## src/alt_reader_regs.vh

```
/*
 * Constants for the altimeter serial reader: type codes, framing,
 * baud rates, ASCII codes and poll timing.
 * Assumes inclusion by bare name from the design files under src/.
 */
`ifndef ALT_READER_REGS_VH
`define ALT_READER_REGS_VH

// ********
// Altimeter type codes
// ********
`define ALT_TYPE_MARK7     2'h0
`define ALT_TYPE_BATHY     2'h1
`define ALT_TYPE_DUAL      2'h2
`define ALT_TYPE_POLLED    2'h3

// ********
// Baud rates and clock
// ********
`define CLK_HZ             40000000
`define BAUD_MARK7         2400
`define BAUD_BATHY         9600
`define BAUD_DUAL          4800
`define BAUD_POLLED        9600

// ********
// Framing per type
// ********
`define BITS_SEVEN         4'h7
`define BITS_EIGHT         4'h8
`define STOP_ONE           2'h1
`define STOP_TWO           2'h2

// ********
// ASCII codes
// ********
`define CH_CR              8'h0D
`define CH_LF              8'h0A
`define CH_SPACE           8'h20
`define CH_COMMA           8'h2C
`define CH_DOT             8'h2E
`define CH_MINUS           8'h2D
`define CH_ZERO            8'h30
`define CH_NINE            8'h39
`define CH_D               8'h44
`define CH_T               8'h54
`define CH_R               8'h52

// ********
// Poll timing and line limits
// ********
`define POLL_PERIOD_MS     200
`define MAX_LINE_CHARS     8'h40

`endif

```

## src/uart_frame_rx.v

```verilog
/*
 * Asynchronous serial character receiver with run-time data width,
 * stop bit count and optional mark (eighth, always high) bit.
 * Assumes rx_line is already synchronous to core_clk.
 */
`default_nettype none
`include "alt_reader_regs.vh"

module uart_frame_rx #(
    parameter DIV_W = 16
) (
    // Clock and reset
    input  wire             core_clk,
    input  wire             sys_rst,
    // Framing setup
    input  wire [DIV_W-1:0] bit_div,
    input  wire [3:0]       data_bits,
    input  wire             mark_bit,
    input  wire [1:0]       stop_bits,
    // Line and result
    input  wire             rx_line,
    output reg  [7:0]       rx_data_q,
    output reg              rx_valid_q,
    output reg              rx_err_q
);

    localparam S_IDLE = 4'b0001;
    localparam S_START = 4'b0010;
    localparam S_DATA = 4'b0100;
    localparam S_STOP = 4'b1000;

    reg [3:0]       state_q;
    reg [DIV_W-1:0] cnt_q;
    reg [3:0]       bit_q;
    reg [7:0]       shift_q;

    // ********
    // Receive state machine, sampling mid-bit
    // ********
    always @(posedge core_clk) begin
        if (sys_rst) begin
            state_q    <= S_IDLE;
            cnt_q      <= {DIV_W{1'b0}};
            bit_q      <= 4'h0;
            shift_q    <= 8'h00;
            rx_data_q  <= 8'h00;
            rx_valid_q <= 1'b0;
            rx_err_q   <= 1'b0;
        end else begin
            rx_valid_q <= 1'b0;
            rx_err_q   <= 1'b0;
            case (state_q)
                S_IDLE: begin
                    if (!rx_line) begin
                        state_q <= S_START;
                        cnt_q   <= {1'b0, bit_div[DIV_W-1:1]};
                    end
                end
                S_START: begin
                    if (cnt_q != {DIV_W{1'b0}}) begin
                        cnt_q <= cnt_q - 1'b1;
                    end else if (rx_line) begin
                        state_q <= S_IDLE; // Glitch, not a start bit
                    end else begin
                        state_q <= S_DATA;
                        cnt_q   <= bit_div;
                        bit_q   <= 4'h0;
                        shift_q <= 8'h00;
                    end
                end
                S_DATA: begin
                    if (cnt_q != {DIV_W{1'b0}}) begin
                        cnt_q <= cnt_q - 1'b1;
                    end else begin
                        cnt_q   <= bit_div;
                        shift_q <= {rx_line, shift_q[7:1]};
                        bit_q   <= bit_q + 4'h1;
                        // Mark bit is read as an extra data bit and dropped
                        if (bit_q + 4'h1 == data_bits + {3'b000, mark_bit}) begin
                            state_q <= S_STOP;
                            bit_q   <= 4'h0;
                        end
                    end
                end
                S_STOP: begin
                    if (cnt_q != {DIV_W{1'b0}}) begin
                        cnt_q <= cnt_q - 1'b1;
                    end else if (!rx_line) begin
                        state_q  <= S_IDLE;
                        rx_err_q <= 1'b1;
                    end else if (bit_q + 4'h1 < {2'b00, stop_bits}) begin
                        bit_q <= bit_q + 4'h1;
                        cnt_q <= bit_div;
                    end else begin
                        state_q    <= S_IDLE;
                        rx_valid_q <= 1'b1;
                        // Right-align by received width
                        if (mark_bit)
                            rx_data_q <= {1'b0, shift_q[6:0]};
                        else if (data_bits == `BITS_SEVEN)
                            rx_data_q <= {1'b0, shift_q[7:1]};
                        else
                            rx_data_q <= shift_q;
                    end
                end
                default: state_q <= S_IDLE;
            endcase
        end
    end

endmodule // uart_frame_rx
`default_nettype wire

```

## src/altimeter_serial_reader.v

```verilog
/*
 * Altimeter serial reader: receives altimeter ASCII lines, strips
 * spaces, parses altitude, temperature and depth per configured type,
 * and polls the polled type with an interrogation character.
 * Assumes alt_type is static while in use and rx_line is synchronous.
 */
// Function
// (RULE1) Mark7 type: 2400 baud, 7 data, start, mark and stop bits.
// (RULE2) Sensor sends T temp, space, R altitude, CR LF.
// (RULE3) Optional pressure sensor prefixes D depth and space.
// (RULE4) Bathy type: 9600 baud, 8 data, 1 stop, no parity.
// (RULE5) Dual type: 4800 baud, 8 data, 2 stop, no parity.
// (RULE6) Dual type accepts two altitude fields separated by one space; the code strips spaces and splits the fields at a comma.
// (RULE7) Dual type auxiliary fields are ignored.
// (RULE8) Polled type: 9600 baud, 8 data, 1 stop, no parity.
// (RULE9) Polled reply: five-digit depth cm, comma, altitude cm, CR LF.
// (RULE10) Polled sensor replies only after an uppercase D.
// (RULE11) Device sends D automatically to request each polled string.
// (RULE12) Other types stream unprompted from power-on.
// (RULE13) All spaces are removed before field interpretation.
// (RULE14) Framing and layout follow the configured altimeter type.
// (RULE15) Only complete CR LF lines are interpreted; bad lines dropped.
`default_nettype none
`include "alt_reader_regs.vh"

module altimeter_serial_reader #(
    parameter CLK_FREQ    = `CLK_HZ,
    parameter POLL_CYCLES = CLK_FREQ / 1000 * `POLL_PERIOD_MS
) (
    // Clock and reset
    input  wire        core_clk,
    input  wire        sys_rst,
    // Configuration
    input  wire [1:0]  alt_type,
    // Serial link
    input  wire        rx_line,
    output reg         tx_line_q,
    // Parsed results, value in tenths or centimetres
    output reg  [19:0] altitude_q,
    output reg  [19:0] temperature_q,
    output reg         temp_neg_q,
    output reg  [19:0] depth_q,
    output reg         depth_valid_q,
    output reg         line_valid_q,
    output reg         line_drop_q
);

    localparam DIV_W = 16;
    // Bit times in clocks, cut to the counter width on purpose
    localparam integer LEN_2400 = CLK_FREQ / `BAUD_MARK7 - 1;
    localparam integer LEN_9600 = CLK_FREQ / `BAUD_BATHY - 1;
    localparam integer LEN_4800 = CLK_FREQ / `BAUD_DUAL - 1;
    localparam [DIV_W-1:0] DIV_2400 = LEN_2400[DIV_W-1:0];
    localparam [DIV_W-1:0] DIV_9600 = LEN_9600[DIV_W-1:0];
    localparam [DIV_W-1:0] DIV_4800 = LEN_4800[DIV_W-1:0];

    // Field parser states, one-hot
    localparam F_TAG = 5'b00001;
    localparam F_NUM = 5'b00010;
    localparam F_LF  = 5'b00100;
    localparam F_BAD = 5'b01000;
    localparam F_AUX = 5'b10000;

    // ********
    // Framing select per type
    // ********
    reg [DIV_W-1:0] bit_div;
    reg [3:0]       data_bits;
    reg             mark_bit;
    reg [1:0]       stop_bits;
    always @* begin
        bit_div   = DIV_9600;
        data_bits = `BITS_EIGHT;
        mark_bit  = 1'b0;
        stop_bits = `STOP_ONE;
        case (alt_type)
            `ALT_TYPE_MARK7: begin
                bit_div   = DIV_2400; // RULE1
                data_bits = `BITS_SEVEN;
                mark_bit  = 1'b1;
            end
            `ALT_TYPE_DUAL: begin
                bit_div   = DIV_4800; // RULE5
                stop_bits = `STOP_TWO;
            end
            default: bit_div = DIV_9600; // RULE4 RULE8 RULE14
        endcase
    end

    wire [7:0] rx_data;
    wire       rx_valid;
    wire       rx_err;

    uart_frame_rx #(.DIV_W(DIV_W)) u_rx (
        .core_clk   (core_clk),
        .sys_rst    (sys_rst),
        .bit_div    (bit_div),
        .data_bits  (data_bits),
        .mark_bit   (mark_bit),
        .stop_bits  (stop_bits),
        .rx_line    (rx_line),
        .rx_data_q  (rx_data),
        .rx_valid_q (rx_valid),
        .rx_err_q   (rx_err)
    );

    function is_digit;
        input [7:0] c;
        is_digit = (c >= `CH_ZERO) && (c <= `CH_NINE);
    endfunction

    function [19:0] acc_digit;
        input [19:0] v;
        input [7:0]  c;
        acc_digit = v * 20'd10 + {16'h0000, c[3:0]};
    endfunction

    // ********
    // Line parser
    // ********
    reg [4:0]  fst_q;
    reg [19:0] num_q;
    reg        neg_q;
    reg [1:0]  fld_q;     // 0 none, 1 T, 2 R/alt, 3 D/depth
    reg [1:0]  idx_q;     // Field index in comma or dual layouts
    reg [19:0] alt_q;
    reg [19:0] tmp_q;
    reg        tneg_q;
    reg [19:0] dep_q;
    reg        has_alt_q;
    reg        has_dep_q;
    reg        has_tmp_q;
    reg [7:0]  len_q;

    wire is_lettered = (alt_type == `ALT_TYPE_MARK7);
    wire [1:0] num_fld = (alt_type == `ALT_TYPE_POLLED) ?
                         ((idx_q == 2'd0) ? 2'd3 : 2'd2) : 2'd2;

    always @(posedge core_clk) begin
        if (sys_rst) begin
            fst_q <= F_TAG; num_q <= 20'h0_0000; neg_q <= 1'b0;
            fld_q <= 2'd0; idx_q <= 2'd0; alt_q <= 20'h0_0000;
            tmp_q <= 20'h0_0000; tneg_q <= 1'b0; dep_q <= 20'h0_0000;
            has_alt_q <= 1'b0; has_dep_q <= 1'b0; has_tmp_q <= 1'b0;
            len_q <= 8'h00;
            altitude_q <= 20'h0_0000; temperature_q <= 20'h0_0000;
            temp_neg_q <= 1'b0; depth_q <= 20'h0_0000;
            depth_valid_q <= 1'b0; line_valid_q <= 1'b0; line_drop_q <= 1'b0;
        end else begin
            line_valid_q <= 1'b0;
            line_drop_q  <= 1'b0;
            if (rx_err) begin
                fst_q <= F_BAD; // RULE15
            end else if (rx_valid && rx_data != `CH_SPACE) begin // RULE13
                len_q <= len_q + 8'h01;
                if (len_q == `MAX_LINE_CHARS && rx_data != `CH_LF)
                    fst_q <= F_BAD;
                else case (fst_q)
                    F_TAG, F_NUM: begin
                        if (rx_data == `CH_CR) begin
                            fst_q <= F_LF;
                            if (fld_q == 2'd1) begin tmp_q <= num_q; tneg_q <= neg_q; end
                            if (fld_q == 2'd2 && !has_alt_q) begin
                                alt_q <= num_q; has_alt_q <= 1'b1;
                            end
                            if (fld_q == 2'd3) begin dep_q <= num_q; has_dep_q <= 1'b1; end
                        end else if (is_lettered && (rx_data == `CH_T ||
                                     rx_data == `CH_R || rx_data == `CH_D)) begin
                            // Close a previous T or D field, open the tagged one
                            if (fld_q == 2'd1) begin
                                tmp_q <= num_q; tneg_q <= neg_q; has_tmp_q <= 1'b1;
                            end
                            if (fld_q == 2'd3) begin dep_q <= num_q; has_dep_q <= 1'b1; end
                            fld_q <= (rx_data == `CH_T) ? 2'd1 : // RULE2
                                     (rx_data == `CH_R) ? 2'd2 : 2'd3; // RULE3
                            num_q <= 20'h0_0000; neg_q <= 1'b0; fst_q <= F_NUM;
                        end else if (rx_data == `CH_COMMA && !is_lettered) begin
                            if (num_fld == 2'd3) begin dep_q <= num_q; has_dep_q <= 1'b1; end
                            else if (!has_alt_q) begin alt_q <= num_q; has_alt_q <= 1'b1; end
                            idx_q <= idx_q + 2'd1; // RULE9
                            num_q <= 20'h0_0000;
                            fld_q <= 2'd2;
                            // Dual type: fields after the altitudes are external
                            if (alt_type == `ALT_TYPE_DUAL && has_alt_q)
                                fst_q <= F_AUX; // RULE7
                        end else if (is_digit(rx_data)) begin
                            num_q <= acc_digit(num_q, rx_data);
                            if (!is_lettered) fld_q <= num_fld;
                            fst_q <= F_NUM;
                        end else if (rx_data == `CH_MINUS && fld_q == 2'd1) begin
                            neg_q <= 1'b1;
                        end else if (rx_data != `CH_DOT) begin
                            fst_q <= F_BAD;
                        end
                    end
                    F_AUX: if (rx_data == `CH_CR) fst_q <= F_LF;
                    F_LF: begin
                        if (rx_data == `CH_LF && has_alt_q) begin
                            // Only the first of the dual altitudes is kept
                            altitude_q <= alt_q; // RULE6
                            temperature_q <= tmp_q;
                            temp_neg_q <= tneg_q;
                            depth_q <= dep_q;
                            depth_valid_q <= has_dep_q;
                            line_valid_q <= 1'b1; // RULE15
                        end else begin
                            line_drop_q <= 1'b1;
                        end
                        fst_q <= F_TAG; num_q <= 20'h0_0000; neg_q <= 1'b0;
                        fld_q <= 2'd0; idx_q <= 2'd0; len_q <= 8'h00;
                        has_alt_q <= 1'b0; has_dep_q <= 1'b0; has_tmp_q <= 1'b0;
                    end
                    F_BAD: if (rx_data == `CH_LF) begin
                        line_drop_q <= 1'b1;
                        fst_q <= F_TAG; num_q <= 20'h0_0000; neg_q <= 1'b0;
                        fld_q <= 2'd0; idx_q <= 2'd0; len_q <= 8'h00;
                        has_alt_q <= 1'b0; has_dep_q <= 1'b0; has_tmp_q <= 1'b0;
                    end
                    default: fst_q <= F_BAD;
                endcase
            end
        end
    end

    // ********
    // Interrogation transmitter, polled type only
    // ********
    localparam [9:0] TX_FRAME = {1'b1, `CH_D, 1'b0};
    reg [31:0]      poll_cnt_q;
    reg [DIV_W-1:0] tx_cnt_q;
    reg [3:0]       tx_bit_q;
    reg [9:0]       tx_sh_q;
    reg             tx_busy_q;

    // Other types stream unprompted, so the line stays idle for them
    always @(posedge core_clk) begin
        if (sys_rst) begin
            poll_cnt_q <= 32'h0000_0000; tx_cnt_q <= {DIV_W{1'b0}};
            tx_bit_q <= 4'h0; tx_sh_q <= 10'h3FF; tx_busy_q <= 1'b0;
            tx_line_q <= 1'b1;
        end else if (tx_busy_q) begin
            if (tx_cnt_q != {DIV_W{1'b0}}) begin
                tx_cnt_q <= tx_cnt_q - 1'b1;
            end else begin
                tx_cnt_q  <= DIV_9600;
                tx_line_q <= tx_sh_q[0];
                tx_sh_q   <= {1'b1, tx_sh_q[9:1]};
                tx_bit_q  <= tx_bit_q + 4'h1;
                if (tx_bit_q == 4'd10) tx_busy_q <= 1'b0;
            end
        end else if (alt_type == `ALT_TYPE_POLLED) begin // RULE12
            tx_line_q <= 1'b1;
            // One request per line, or on timeout if a reply is lost
            if (line_valid_q || line_drop_q ||
                poll_cnt_q >= POLL_CYCLES - 1) begin
                poll_cnt_q <= 32'h0000_0000;
                tx_sh_q    <= TX_FRAME; // RULE10 RULE11
                tx_bit_q   <= 4'h0;
                tx_cnt_q   <= {DIV_W{1'b0}};
                tx_busy_q  <= 1'b1;
            end else begin
                poll_cnt_q <= poll_cnt_q + 32'h0000_0001;
            end
        end else begin
            poll_cnt_q <= 32'h0000_0000;
            tx_line_q  <= 1'b1;
        end
    end

endmodule // altimeter_serial_reader
`default_nettype wire

```

## config.mk

```make
export PLATFORM = sky130hd
export DESIGN_NAME = altimeter_serial_reader
export DESIGN_NICKNAME = d
export VERILOG_FILES = /design/src/uart_frame_rx.v /design/src/altimeter_serial_reader.v
export VERILOG_INCLUDE_DIRS = /design/src /design/src/src
export SDC_FILE = /design/constraint.sdc
export NUM_CORES = 1
export LEC_CHECK = 0
export BUFFER_PORTS_ARGS = -buffer_cell sky130_fd_sc_hd__buf_4
export CAP_MARGIN = 5
export CORE_MARGIN = 2
export CORE_UTILIZATION = 60
export DETAILED_ROUTE_END_ITERATION = 16
export GPL_ROUTABILITY_DRIVEN = 0
export GPL_TIMING_DRIVEN = 0
export PLACE_DENSITY = 0.78
export SLEW_MARGIN = 20
export SYNTH_ARGS = -nofsm -noshare
export SYNTH_HDL_FRONTEND = slang
export SYNTH_HIERARCHICAL = 1
export SYNTH_SLANG_ARGS = --single-unit
```

## constraint.sdc

```tcl
create_clock -name core_clk -period 5.46 [get_ports core_clk]
set_input_delay 0.546 -clock core_clk [delete_from_list [all_inputs] [get_ports core_clk]]
set_output_delay 0.546 -clock core_clk [all_outputs]
set_load 0.1 [all_outputs]
```

==> reports/metrics.csv, run 1 <==
stage;metric;value;unit
outcome;status;complete, no violations;
timing;drv_slew;0;
logic_synthesis;mappedNetlistArea;13400;um^2
global_route;antenna_found_initial;0;
clocking;clock_latency;0.56;ns
logic_synthesis;synth_seq_cells;270;
pwr;pwr-share-clk;0.473;
final_layout;multiInputGateArea;7500;um^2
final_layout;area_growth;14.1;%
logic_synthesis;ys_top_cells_by_area;dfxtp_1 (40%), nand2_1 (6.6%), mux2i_1 (5.7%);
timing;fmax;269;MHz
clocking;cts_tree;built;
timing;final_hold_viol_count;0;
worst_setup_path;worst-path-max-fanout;7;
timing;fin_skew;0.0258;ns
logic_synthesis;ys_seq_area_frac;0.404;
logic_synthesis;yosys_warnings;6;
clocking;cts_buffer_depth;3;
logic_synthesis;synthFlopType;dfxtp_1;
place;dp_slack;1.77;ns
detailed_routing;drt-pass1-iter-count;6;
logic_synthesis;yosysTopAreaCellShare;0.404;
detailed_routing;first_iter_violations;750;
pwr;power.total;4.24;mW
pwr;ir_drop;0.227;mV
clocking;htree_levels;1;
timing;fin_tns_setup;0;ns
detailed_routing;drc;0;
timing;fin_ws;1.74;ns
floorplanning;fp.dieW;153;um
logic_synthesis;async_reset_ff_frac;0;
detailed_routing;ant_nets;0;
clocking;postCtsHoldBufs;0;
worst_setup_path;critPathLaunchType;flip-flop;
floorplanning;fp.dieH;153;um
worst_setup_path;reg2reg_depth;11;
worst_setup_path;crit_end;num_q[19];
timing;period_minus_slack;3.72;ns
floorplanning;rows;54;
final_layout;final.fill_count;1771;
worst_setup_path;reg2reg_slack;1.74;ns
global_route;grt_max_degree;19;
clocking;cts_root_buffer;clkbuf_16;
place;placed_cells;1956;
detailed_routing;wire_per_inst;16.9;um
timing;setup_violations;0;
pwr;comb_power_share;0.055;
pwr;power_density;278;nW/um^2
logic_synthesis;synth_edf_count;0;
clocking;ctsResizeCount;0;
logic_synthesis;syn_area_per_cell;8.39;um^2
clocking;postCtsSetupBuffers;0;
pwr;p_leak;6.11;nW
place;place_hpwl;23500;um
timing;worst_pin_slew;0.922;ns
detailed_routing;vias_per_cell;5.93;
final_layout;seqCellArea;5410;um^2
worst_setup_path;rr_endpoint;num_q[19];
worst_setup_path;worstSetupPathType;flip-flop to flip-flop;
global_route;grt_pass1_vias;11380;
clocking;clkSinkCount;270;
final_layout;drive_gt1_frac;0.101;
clocking;cts_made_buffers;28;
place;port_buffers;69;
clocking;clk_pin_slew;0.06;ns
floorplanning;ioPinCount;70;
timing;rsz0062_at_grt;no;
run;maxCapViolations;0;
global_route;grt_pass1_wl;55900;um
worst_setup_path;cp.required;5.88;ns
global_route;grt_usage;0.281;
floorplanning;start_util;0.612;
timing;post-route-period-util;0.681;
pwr;swShare;0.227;
pwr;p_seq_frac;0.472;
final_layout;final_cells;2004;
pwr;intPower;3.28;mW
logic_synthesis;yosys.cell_types.count;91;
pwr;switchingPower;961;uW
floorplanning;dieArea;23500;um^2
global_route;grt_overflow;0;
final_layout;post-route-util;0.698;
timing;maxSlewHeadroom;0.381;
detailed_routing;vias;11877;
worst_setup_path;endpoint_kind;flip-flop;
final_layout;antenna_cells;0;
worst_setup_path;arrival;4.14;ns
worst_setup_path;r2r-start;num_q[1];
detailed_routing;wl;33800;um
logic_synthesis;syn_inst;1596;
final_layout;fin_nets;1760;
logic_synthesis;synth_top_area_cell;dfxtp_1;
floorplanning;fp.coreArea;21900;um^2
worst_hold_path;hold_path_class;primary input to flip-flop;
worst_setup_path;worstSetupStartpoint;num_q[1];
[final cells by class]
class,instances,area share
inverters,29,0.00712
clock buffers,40,0.0527
multi-input cells,1221,0.491
well taps,280,0.0229
clock inverters,8,0.0110
flip-flops and latches,270,0.354
plain buffers,87,0.0277
repair buffers,69,0.0339
[metal layers]
metal	GRT usage	vias to the layer above	routed length, um
li1	-	5873	-
met1	0.386	5566	15400
met2	0.471	374	15700
met3	0.0315	64	1930
met4	0.0769	0	700
met5	0	-	0
[critical path, cell delays in order, from the launching register on]
cell      delay (ns)
dfxtp_1         0.56
ha_1            0.31
ha_1            0.22
fa_1            0.42
a21o_1          0.23
a221oi_1        0.32
xnor2_1         0.23
nand4_1         0.24
nor4b_1         0.52
and4b_1         0.30
xnor2_1         0.16
o21ai_1         0.08
[power by group through the flow]
stage,clock network [mW],registers (mW),logic (mW)
final,2.00,2.00,0.233
after global routing,2.09,2.00,0.258
after global placement,0,2.05,0.224
after floorplan,0,2.04,0.172
after detailed placement,0,2.05,0.228
after CTS,2.01,2.00,0.230
[cell families after synthesis]
family	synth area share
fa+ha+maj	0.0469
simple gates	0.243
mux	0.0577
flops	0.404
buf+inv	0.0397
compound gates	0.171
xor+xnor	0.0386
other cells	0.000280
[worst min-delay path by stage]
stage	startpoint	to	slack, ns	cells after the start
detailed placement	poll_cnt_q[22]	poll_cnt_q[22]	0.44	2
global route	rx_line	u_rx/rx_err_q	0.26	2
finish	rx_line	u_rx/rx_err_q	0.27	2
floorplan	poll_cnt_q[22]	poll_cnt_q[22]	0.42	2
global placement	poll_cnt_q[22]	poll_cnt_q[22]	0.43	2
CTS	rx_line	u_rx/rx_err_q	0.26	2
[flip-flops by register name, indices dropped and copies added, names as in the netlist, 5 cells and up]
name	count
fst_q	5
num_q	20
len_q	8
u_rx/shift_q	8
u_rx/cnt_q	16
alt_q	20
tx_cnt_q	16
tmp_q	20
poll_cnt_q	32
tx_sh_q	9
u_rx/rx_data_q	8
depth_q	20
temperature_q	20
dep_q	20
altitude_q	20
[through the flow]
stage	hold slack (ns)	instance area, um^2
after floorplan	0.416	13400
after global placement	0.425	14300
after detailed placement	0.439	14300
after CTS	0.255	15300
after global routing	0.258	15300
final	0.267	15300
[cell usage after synthesis, drive strengths merged (6+ instances only)]
master / count
dfxtp: 270
nand2: 235
nor2: 180
a21oi: 150
mux2i: 76
clkbuf: 56
nand3: 55
o21ai: 50
ha: 47
nor3: 42
xnor2: 36
buf: 31
inv: 28
a211oi: 27
nand2b: 23
xor2: 23
nor4: 19
and2: 17
a31oi: 16
nand4: 16
and3: 14
a21o: 13
o211ai: 12
nor2b: 10
a22o: 9
nand3b: 8
nor4b: 8
or3: 8
or4: 8
a221o: 7
a311oi: 7
o21a: 7
o31ai: 7
a22oi: 6
nand4b: 6
nor3b: 6
[layout by cell type, fill, tap and decap left out, types with 44 or more instances in the layout]
cell      instances
ha_1             47
a21oi_1         149
nand2_1         235
clkbuf_1         62
buf_4            80
dfxtp_1         270
nor2_1          176
nand3_1          55
mux2i_1          76
o21ai_0          44
Note: power is estimated with default switching activity, not from simulation.
==> inputs of run 2 (changes only) <==
--- a/config.mk
+++ b/config.mk
@@ -6,14 +6,15 @@
 export SDC_FILE = /design/constraint.sdc
 export NUM_CORES = 1
 export LEC_CHECK = 0
+export ABC_AREA = 1
 export BUFFER_PORTS_ARGS = -buffer_cell sky130_fd_sc_hd__buf_4
 export CAP_MARGIN = 5
 export CORE_MARGIN = 2
-export CORE_UTILIZATION = 60
+export CORE_UTILIZATION = 56
 export DETAILED_ROUTE_END_ITERATION = 16
 export GPL_ROUTABILITY_DRIVEN = 0
 export GPL_TIMING_DRIVEN = 0
-export PLACE_DENSITY = 0.78
+export PLACE_DENSITY = 0.77
 export SLEW_MARGIN = 20
 export SYNTH_ARGS = -nofsm -noshare
 export SYNTH_HDL_FRONTEND = slang
==> constraint.sdc (replaced) <==
create_clock -name core_clk -period 3.35 [get_ports core_clk]
set_input_delay 0.335 -clock core_clk [delete_from_list [all_inputs] [get_ports core_clk]]
set_output_delay 0.335 -clock core_clk [all_outputs]
set_load 0.1 [all_outputs]
==> run 2 against run 1 <==
Net effect: total power rose by 90%; sequential share of layout area fell by 1.9 points; sequential power rose by 69%; register-to-register slack got worse by 1.5 ns; setup slack got worse by 1.5 ns; critical endpoint is now num_q[14]; largest power group unchanged.
==> reports/metrics.csv, run 2 <==
stage;metric;value;unit;change
outcome;status;complete, no violations;;unchanged
global_route;grt_max_degree;26;;was 19
final_layout;drive_gt1_frac;0.123;;was 0.101
pwr;power_density;498;nW/um^2;was 278 nW/um^2
run;maxCapViolations;0;;unchanged
floorplanning;fp.dieH;163;um;was 153 um
logic_synthesis;syn_inst;2024;;was 1596
worst_setup_path;worst-path-max-fanout;7;;unchanged
logic_synthesis;ys_top_cells_by_area;dfxtp_1 (38%), nand2_1 (11%), nor2_1 (7.3%);;was dfxtp_1 (40%), nand2_1 (6.6%), mux2i_1 (5.7%)
timing;rsz0062_at_grt;no;;unchanged
worst_setup_path;crit_path_max_incr_delay;0.56;ns;about the same
final_layout;area_growth;14.0;%;was 14.1%
logic_synthesis;ys_top_cells_by_count;nand2_1 (419), nor2_1 (274), dfxtp_1 (270), inv_1 (221), a21oi_1 (155);;was dfxtp_1 (270), nand2_1 (235), nor2_1 (176), a21oi_1 (149), mux2i_1 (76)
timing;fmax;322;MHz;was 269 MHz
detailed_routing;drt-pass1-iter-count;6;;unchanged
clocking;cts_root_buffer;clkbuf_16;;unchanged
clocking;clock_latency;0.57;ns;was 0.56 ns
global_route;grt_pass1_vias;12807;;was 11.4k
worst_setup_path;crit_top_cell;nand2_1;;
pwr;p_leak;7.12;nW;was 6.11 nW
final_layout;seqCellArea;5410;um^2;about the same
logic_synthesis;synthMostInstantiatedCell;nand2_1;;was dfxtp_1
detailed_routing;ant_nets;0;;unchanged
clocking;htree_levels;1;;unchanged
detailed_routing;wire_per_inst;15.2;um;was 16.9 um
pwr;ir_drop;0.546;mV;was 0.227 mV
detailed_routing;vias;13723;;was 11.9k
timing;setup_violations;0;;unchanged
timing;period_minus_slack;3.11;ns;was 3.72 ns
timing;maxSlewHeadroom;0.415;;was 0.381
clocking;clk_pin_slew;0.06;ns;about the same
detailed_routing;wl;37800;um;was 33800 um
logic_synthesis;ys_seq_area_frac;0.381;;was 0.404
timing;post-route-period-util;0.927;;was 0.681
global_route;grt_usage;0.279;;was 0.281
floorplanning;start_util;0.566;;was 0.612
worst_hold_path;hold_path_class;primary input to flip-flop;;unchanged
logic_synthesis;synth_seq_cells;270;;unchanged
timing;fin_skew;0.0153;ns;was 0.0258 ns
final_layout;regMostFlops;poll_cnt_q;;unchanged
clocking;clkSinkCount;270;;unchanged
worst_setup_path;critPathLaunchType;flip-flop;;unchanged
global_route;grt_pass1_wl;61100;um;was 55900 um
floorplanning;fp.dieW;163;um;was 153 um
clocking;cts_tree;built;;unchanged
worst_setup_path;crit_chain;ha_1 -> ha_1 -> fa_1 -> nand2_1 -> nor2_1 -> nand2_1 -> a21oi_1 -> nand3_1 -> nor2_1 -> nand2_1 -> nor2_1 -> xor2_1 -> nand2_1 -> a21oi_1;;was ha_1 -> ha_1 -> fa_1 -> a21o_1 -> a221oi_1 -> xnor2_1 -> nand4_1 -> nor4b_1 -> and4b_1 -> xnor2_1 -> o21ai_1
floorplanning;dieArea;26600;um^2;was 23500 um^2
logic_synthesis;syn_area_per_cell;7.01;um^2;was 8.39 um^2
worst_setup_path;cp.required;3.84;ns;was 5.88 ns
place;port_buffers;69;;unchanged
clocking;ctsResizeCount;0;;unchanged
logic_synthesis;synth_top_area_cell;dfxtp_1;;unchanged
final_layout;final_common_cell;nand2_1;;was dfxtp_1
logic_synthesis;yosys.cell_types.count;54;;was 91
timing;fin_tns_setup;0;ns;unchanged
final_layout;largest_reg_flops;32;;unchanged
worst_setup_path;arrival;3.60;ns;was 4.14 ns
logic_synthesis;mappedNetlistArea;14200;um^2;was 13400 um^2
clocking;cts_made_buffers;29;;was 28
place;place_hpwl;27100;um;was 23500 um
global_route;grt_overflow;0;;unchanged
timing;worst_pin_slew;0.877;ns;was 0.922 ns
logic_synthesis;synth_edf_count;0;;unchanged
logic_synthesis;yosysTopAreaCellShare;0.381;;was 0.404
timing;final_hold_viol_count;0;;unchanged
worst_setup_path;slowest_stage;fa_1;;was dfxtp_1
logic_synthesis;yosys_warnings;6;;unchanged
final_layout;post-route-util;0.646;;was 0.698
floorplanning;fp.coreArea;25000;um^2;was 21900 um^2
detailed_routing;first_iter_violations;1286;;was 750
worst_setup_path;endpoint_kind;flip-flop;;unchanged
logic_synthesis;synthFlopType;dfxtp_1;;unchanged
worst_setup_path;worstSetupPathType;flip-flop to flip-flop;;unchanged
detailed_routing;vias_per_cell;5.52;;was 5.93
global_route;antenna_found_initial;0;;unchanged
final_layout;final.fill_count;2184;;was 1771
logic_synthesis;async_reset_ff_frac;0;;unchanged
final_layout;final_cell_mix;nand2_1 (419), nor2_1 (274), dfxtp_1 (268);;was dfxtp_1 (270), nand2_1 (235), nor2_1 (176)
final_layout;fin_nets;2189;;was 1760
floorplanning;rows;58;;was 54
clocking;cts_buffer_depth;3;;unchanged
clocking;postCtsSetupBuffers;0;;unchanged
final_layout;multiInputGateArea;7510;um^2;was 7500 um^2
clocking;postCtsHoldBufs;0;;unchanged
timing;drv_slew;0;;unchanged
detailed_routing;drc;0;;unchanged
final_layout;antenna_cells;0;;unchanged
floorplanning;ioPinCount;70;;unchanged
-- run 2: changes by cell type after synthesis, sizes merged, moves of 26 or more --
| cell | previous run | this run |
|---|---|---|
| mux2i | 76 | 0 |
| inv | 28 | 238 |
| o21ai | 50 | 160 |
| nor2 | 180 | 303 |
| nand3 | 55 | 126 |
| xnor2 | 36 | 10 |
| nand2 | 235 | 428 |
-- run 2: kinds of logic after synthesis --
family / after synthesis / synth area share
flops: 270 / 0.381
other cells: 1 / 0.000264
compound gates: 383 / 0.154
buf+inv: 318 / 0.0919
mux: 7 / 0.00556
simple gates: 968 / 0.306
xor+xnor: 28 / 0.0173
fa+ha+maj: 49 / 0.0443
-- run 2: where the power goes --
part           switching [mW]  leakage, nW  internal (mW)
registers              0.0797         2.18           3.30
logic                   0.892         4.44          0.439
clock network            1.34        0.499           2.00
-- run 2: cell type report --
cell class	count	area share
Multi-Input combinational cell	1447	0.465
Sequential cell	270	0.334
Inverter	243	0.0569
Clock buffer	40	0.0524
Timing Repair Buffer	69	0.0320
Tap cell	330	0.0255
Buffer	75	0.0237
Clock inverter	13	0.0104
-- run 2: path summary, 6_finish.rpt --
path | endpoint | depth (start not counted) | from | slack (ns)
max reg2reg | num_q[14] | 14 | num_q[1] | 0.24
min reg2reg | poll_cnt_q[27] | 2 | poll_cnt_q[27] | 0.44
max | num_q[14] | 14 | num_q[1] | 0.24
min | u_rx/shift_q[1] | 2 | sys_rst | 0.04
-- run 2: per-stage QoR --
step | std cells | hold WS, ns | power (mW) | cell area (um^2) | worst slack [ns]
6_report | 2487 | 0.0412 | 8.05 | 16200 | 0.244
3_5_place_dp | 2434 | 0.430 | 4.74 | 15200 | 0.142
4_1_cts | 2487 | 0.0191 | 8.06 | 16200 | 0.111
3_3_place_gp | 2434 | 0.424 | 4.71 | 15200 | 0.197
5_1_grt | 2487 | 0.0306 | 8.39 | 16200 | 0.0747
2_1_floorplan | 2035 | 0.413 | 4.45 | 14200 | 0.700
-- run 2: critical path: cells and delay by family, from the launching register on --
kind	cells	cell delay [ns]
adders and majority gates	3	1.07
and+or+nand+nor	8	0.94
DFF	1	0.45
AOI/OAI and AO/OA	2	0.41
xor gates and xnor gates	1	0.18
-- run 2: per-layer routing --
layer	track usage	part of all wire
met1	0.355	0.44
met3	0.0371	0.064
met4	0.0986	0.030
met5	0	0
met2	0.486	0.47
==> inputs of run 3 (changes only) <==
--- a/config.mk
+++ b/config.mk
@@ -14,7 +14,7 @@
 export DETAILED_ROUTE_END_ITERATION = 16
 export GPL_ROUTABILITY_DRIVEN = 0
 export GPL_TIMING_DRIVEN = 0
-export PLACE_DENSITY = 0.77
+export PLACE_DENSITY = 0.76
 export SLEW_MARGIN = 20
 export SYNTH_ARGS = -nofsm -noshare
 export SYNTH_HDL_FRONTEND = slang
==> run 3 against run 2 <==
Net effect: sequential share of layout area down 0.15 points; worst hold slack lost 0.0097 ns; fmax up 1.7%; flip-flop and latch count did not move; clock power up 7.5%; total power increased by 3.0%; largest power group is now the clock network.
==> reports/metrics.csv, run 3 (same netlist as run 2, synthesis figures left out) <==
stage;metric;value;unit;change
global_route;antenna_found_initial;0;;unchanged
worst_setup_path;arrival;3.55;ns;was 3.60 ns
worst_setup_path;r2r-start;num_q[1];;unchanged
detailed_routing;ant_nets;0;;unchanged
floorplanning;ioPinCount;70;;unchanged
worst_hold_path;hold_path_class;primary input to flip-flop;;unchanged
worst_setup_path;endpoint_kind;flip-flop;;unchanged
detailed_routing;wl;37600;um;was 37800 um
final_layout;largest_reg_flops;32;;unchanged
place;place_hpwl;27100;um;about the same
pwr;p_seq_frac;0.407;;was 0.420
final_layout;multiInputGateArea;7520;um^2;was 7510 um^2
clocking;ctsResizeCount;0;;unchanged
worst_hold_path;holdPathStages;2;;unchanged
global_route;grt_usage;0.282;;was 0.279
timing;final_hold_viol_count;0;;unchanged
detailed_routing;drt-pass1-iter-count;5;;was 6
pwr;comb_power_share;0.159;;was 0.165
final_layout;area_growth;14.6;%;was 14.0%
timing;drv_slew;0;;unchanged
final_layout;fin_nets;2189;;unchanged
timing;fin_tns_setup;0;ns;unchanged
final_layout;drive_gt1_frac;0.124;;was 0.123
pwr;p_leak;7.15;nW;was 7.12 nW
final_layout;antenna_cells;0;;unchanged
pwr;power.total;8.29;mW;was 8.05 mW
final_layout;regMostFlops;poll_cnt_q;;unchanged
pwr;ir_drop;0.635;mV;was 0.546 mV
final_layout;final.fill_count;2244;;was 2184
detailed_routing;vias_per_cell;5.47;;was 5.52
final_layout;final_cell_mix;nand2_1 (419), nor2_1 (274), dfxtp_1 (268);;unchanged
clocking;htree_levels;1;;unchanged
worst_setup_path;critPathLaunchType;flip-flop;;unchanged
timing;period_minus_slack;3.05;ns;was 3.11 ns
detailed_routing;first_iter_violations;1137;;was 1286
clocking;postCtsHoldBufs;0;;unchanged
detailed_routing;drc;0;;unchanged
timing;whs;0.0315;ns;was 0.0412 ns
global_route;grt_max_degree;26;;unchanged
final_layout;final_area;16200;um^2;about the same
global_route;grt_pass1_wl;61500;um;was 61100 um
clocking;cts_root_buffer;clkbuf_16;;unchanged
clocking;clock_latency;0.57;ns;about the same
timing;fin_skew;0.0184;ns;was 0.0153 ns
pwr;power_density;511;nW/um^2;was 498 nW/um^2
final_layout;seqCellArea;5410;um^2;unchanged
global_route;grt_overflow;0;;unchanged
worst_setup_path;worst-path-max-fanout;7;;unchanged
worst_hold_path;hp-start;sys_rst;;unchanged
worst_setup_path;cp.required;3.85;ns;was 3.84 ns
detailed_routing;wire_per_inst;15.1;um;was 15.2 um
clocking;cts_tree;built;;unchanged
worst_setup_path;reg2reg_slack;0.30;ns;was 0.24 ns
clocking;cts_made_buffers;29;;unchanged
worst_hold_path;hold_end;u_rx/shift_q[2];;was u_rx/shift_q[1]
run;maxCapViolations;0;;unchanged
floorplanning;fp.dieW;163;um;unchanged
global_route;grt_pass1_vias;12778;;about the same
timing;post-route-period-util;0.911;;was 0.927
timing;worst_pin_slew;0.790;ns;was 0.877 ns
worst_setup_path;worstSetupPathType;flip-flop to flip-flop;;unchanged
floorplanning;start_util;0.566;;unchanged
timing;rsz0062_at_grt;no;;unchanged
timing;fmax;328;MHz;was 322 MHz
clocking;cts_buffer_depth;3;;unchanged
clocking;postCtsSetupBuffers;0;;unchanged
pwr;intPower;5.93;mW;was 5.74 mW
pwr;pwr-share-clk;0.433;;was 0.415
timing;setup_violations;0;;unchanged
timing;maxSlewHeadroom;0.474;;was 0.415
outcome;status;complete, no violations;;unchanged
floorplanning;fp.coreArea;25000;um^2;unchanged
floorplanning;fp.dieH;163;um;unchanged
worst_setup_path;rr_endpoint;num_q[18];;was num_q[14]
place;port_buffers;69;;unchanged
final_layout;final_common_cell;nand2_1;;unchanged
floorplanning;rows;58;;unchanged
pwr;switchingPower;2.37;mW;was 2.31 mW
place;place_area;15200;um^2;unchanged
floorplanning;dieArea;26600;um^2;unchanged
pwr;swShare;0.285;;was 0.287
clocking;clkSinkCount;270;;unchanged
clocking;clk_pin_slew;0.06;ns;about the same
worst_setup_path;reg2reg_depth;15;;was 14
detailed_routing;vias;13608;;was 13.7k
run 3: cell types whose count changed in the layout (fill, tap and decap cells not counted), moves of 2 or more:
cell / delta
bufinv_16: +3
inv_8: +2
clkinv_2: -2
clkbuf_8: -3
run 3: cell type report:
cell class,instances,area share
Buffer,75,0.0236
Multi-Input combinational cell,1447,0.463
Inverter,243,0.0566
Timing Repair Buffer,69,0.0319
Clock inverter,17,0.0173
Clock buffer,37,0.0496
Tap cell,330,0.0254
Sequential cell,270,0.333
run 3: power by group through the flow:
stage               Clock, mW  Combinational [mW]  Sequential (mW)
floorplan                   0                1.02             3.43
global placement            0                1.27             3.44
detailed placement          0                1.30             3.45
CTS                      3.62                1.30             3.38
global route             3.77                1.49             3.39
finish                   3.59                1.32             3.38
run 3: layer usage:
layer / up-vias / global-route usage / share of wire
met5: - / 0 / 0
met4: 0 / 0.0837 / 0.022
met3: 75 / 0.0406 / 0.060
met2: 424 / 0.487 / 0.47
met1: 6268 / 0.367 / 0.44
li1: 6841 / - / -
run 3: stage by stage:
| step | util | std cells | worst slack, ns |
|---|---|---|---|
| 3_5_place_dp | 0.605 | 2434 | 0.100 |
| 5_1_grt | 0.649 | 2488 | 0.0692 |
| 4_1_cts | 0.649 | 2488 | 0.0626 |
| 6_report | 0.649 | 2488 | 0.297 |
| 2_1_floorplan | - | 2035 | 0.700 |
| 3_3_place_gp | 0.605 | 2434 | 0.155 |
run 3: worst max-delay path, stage by stage (launching register included):
cell     delay (ns)
dfxtp_2        0.46
ha_1           0.28
ha_1           0.25
fa_1           0.56
nand2_1        0.09
nor2_1         0.09
nand2_1        0.08
a21oi_2        0.21
nand3_1        0.14
nor2_1         0.20
nand2_1        0.11
inv_1          0.13
nand3_1        0.10
nand2_1        0.07
nand3_1        0.09
a21oi_1        0.13
run 3: how the worst max path moves through the flow:
stage | from | to | slack, ns | cells past startpoint
global route | num_q[1] | num_q[18] | 0.07 | 15
detailed placement | num_q[1] | num_q[18] | 0.10 | 15
floorplan | num_q[1] | num_q[14] | 0.70 | 14
global placement | num_q[1] | num_q[14] | 0.16 | 14
finish | num_q[1] | num_q[18] | 0.30 | 15
CTS | num_q[1] | num_q[18] | 0.06 | 15
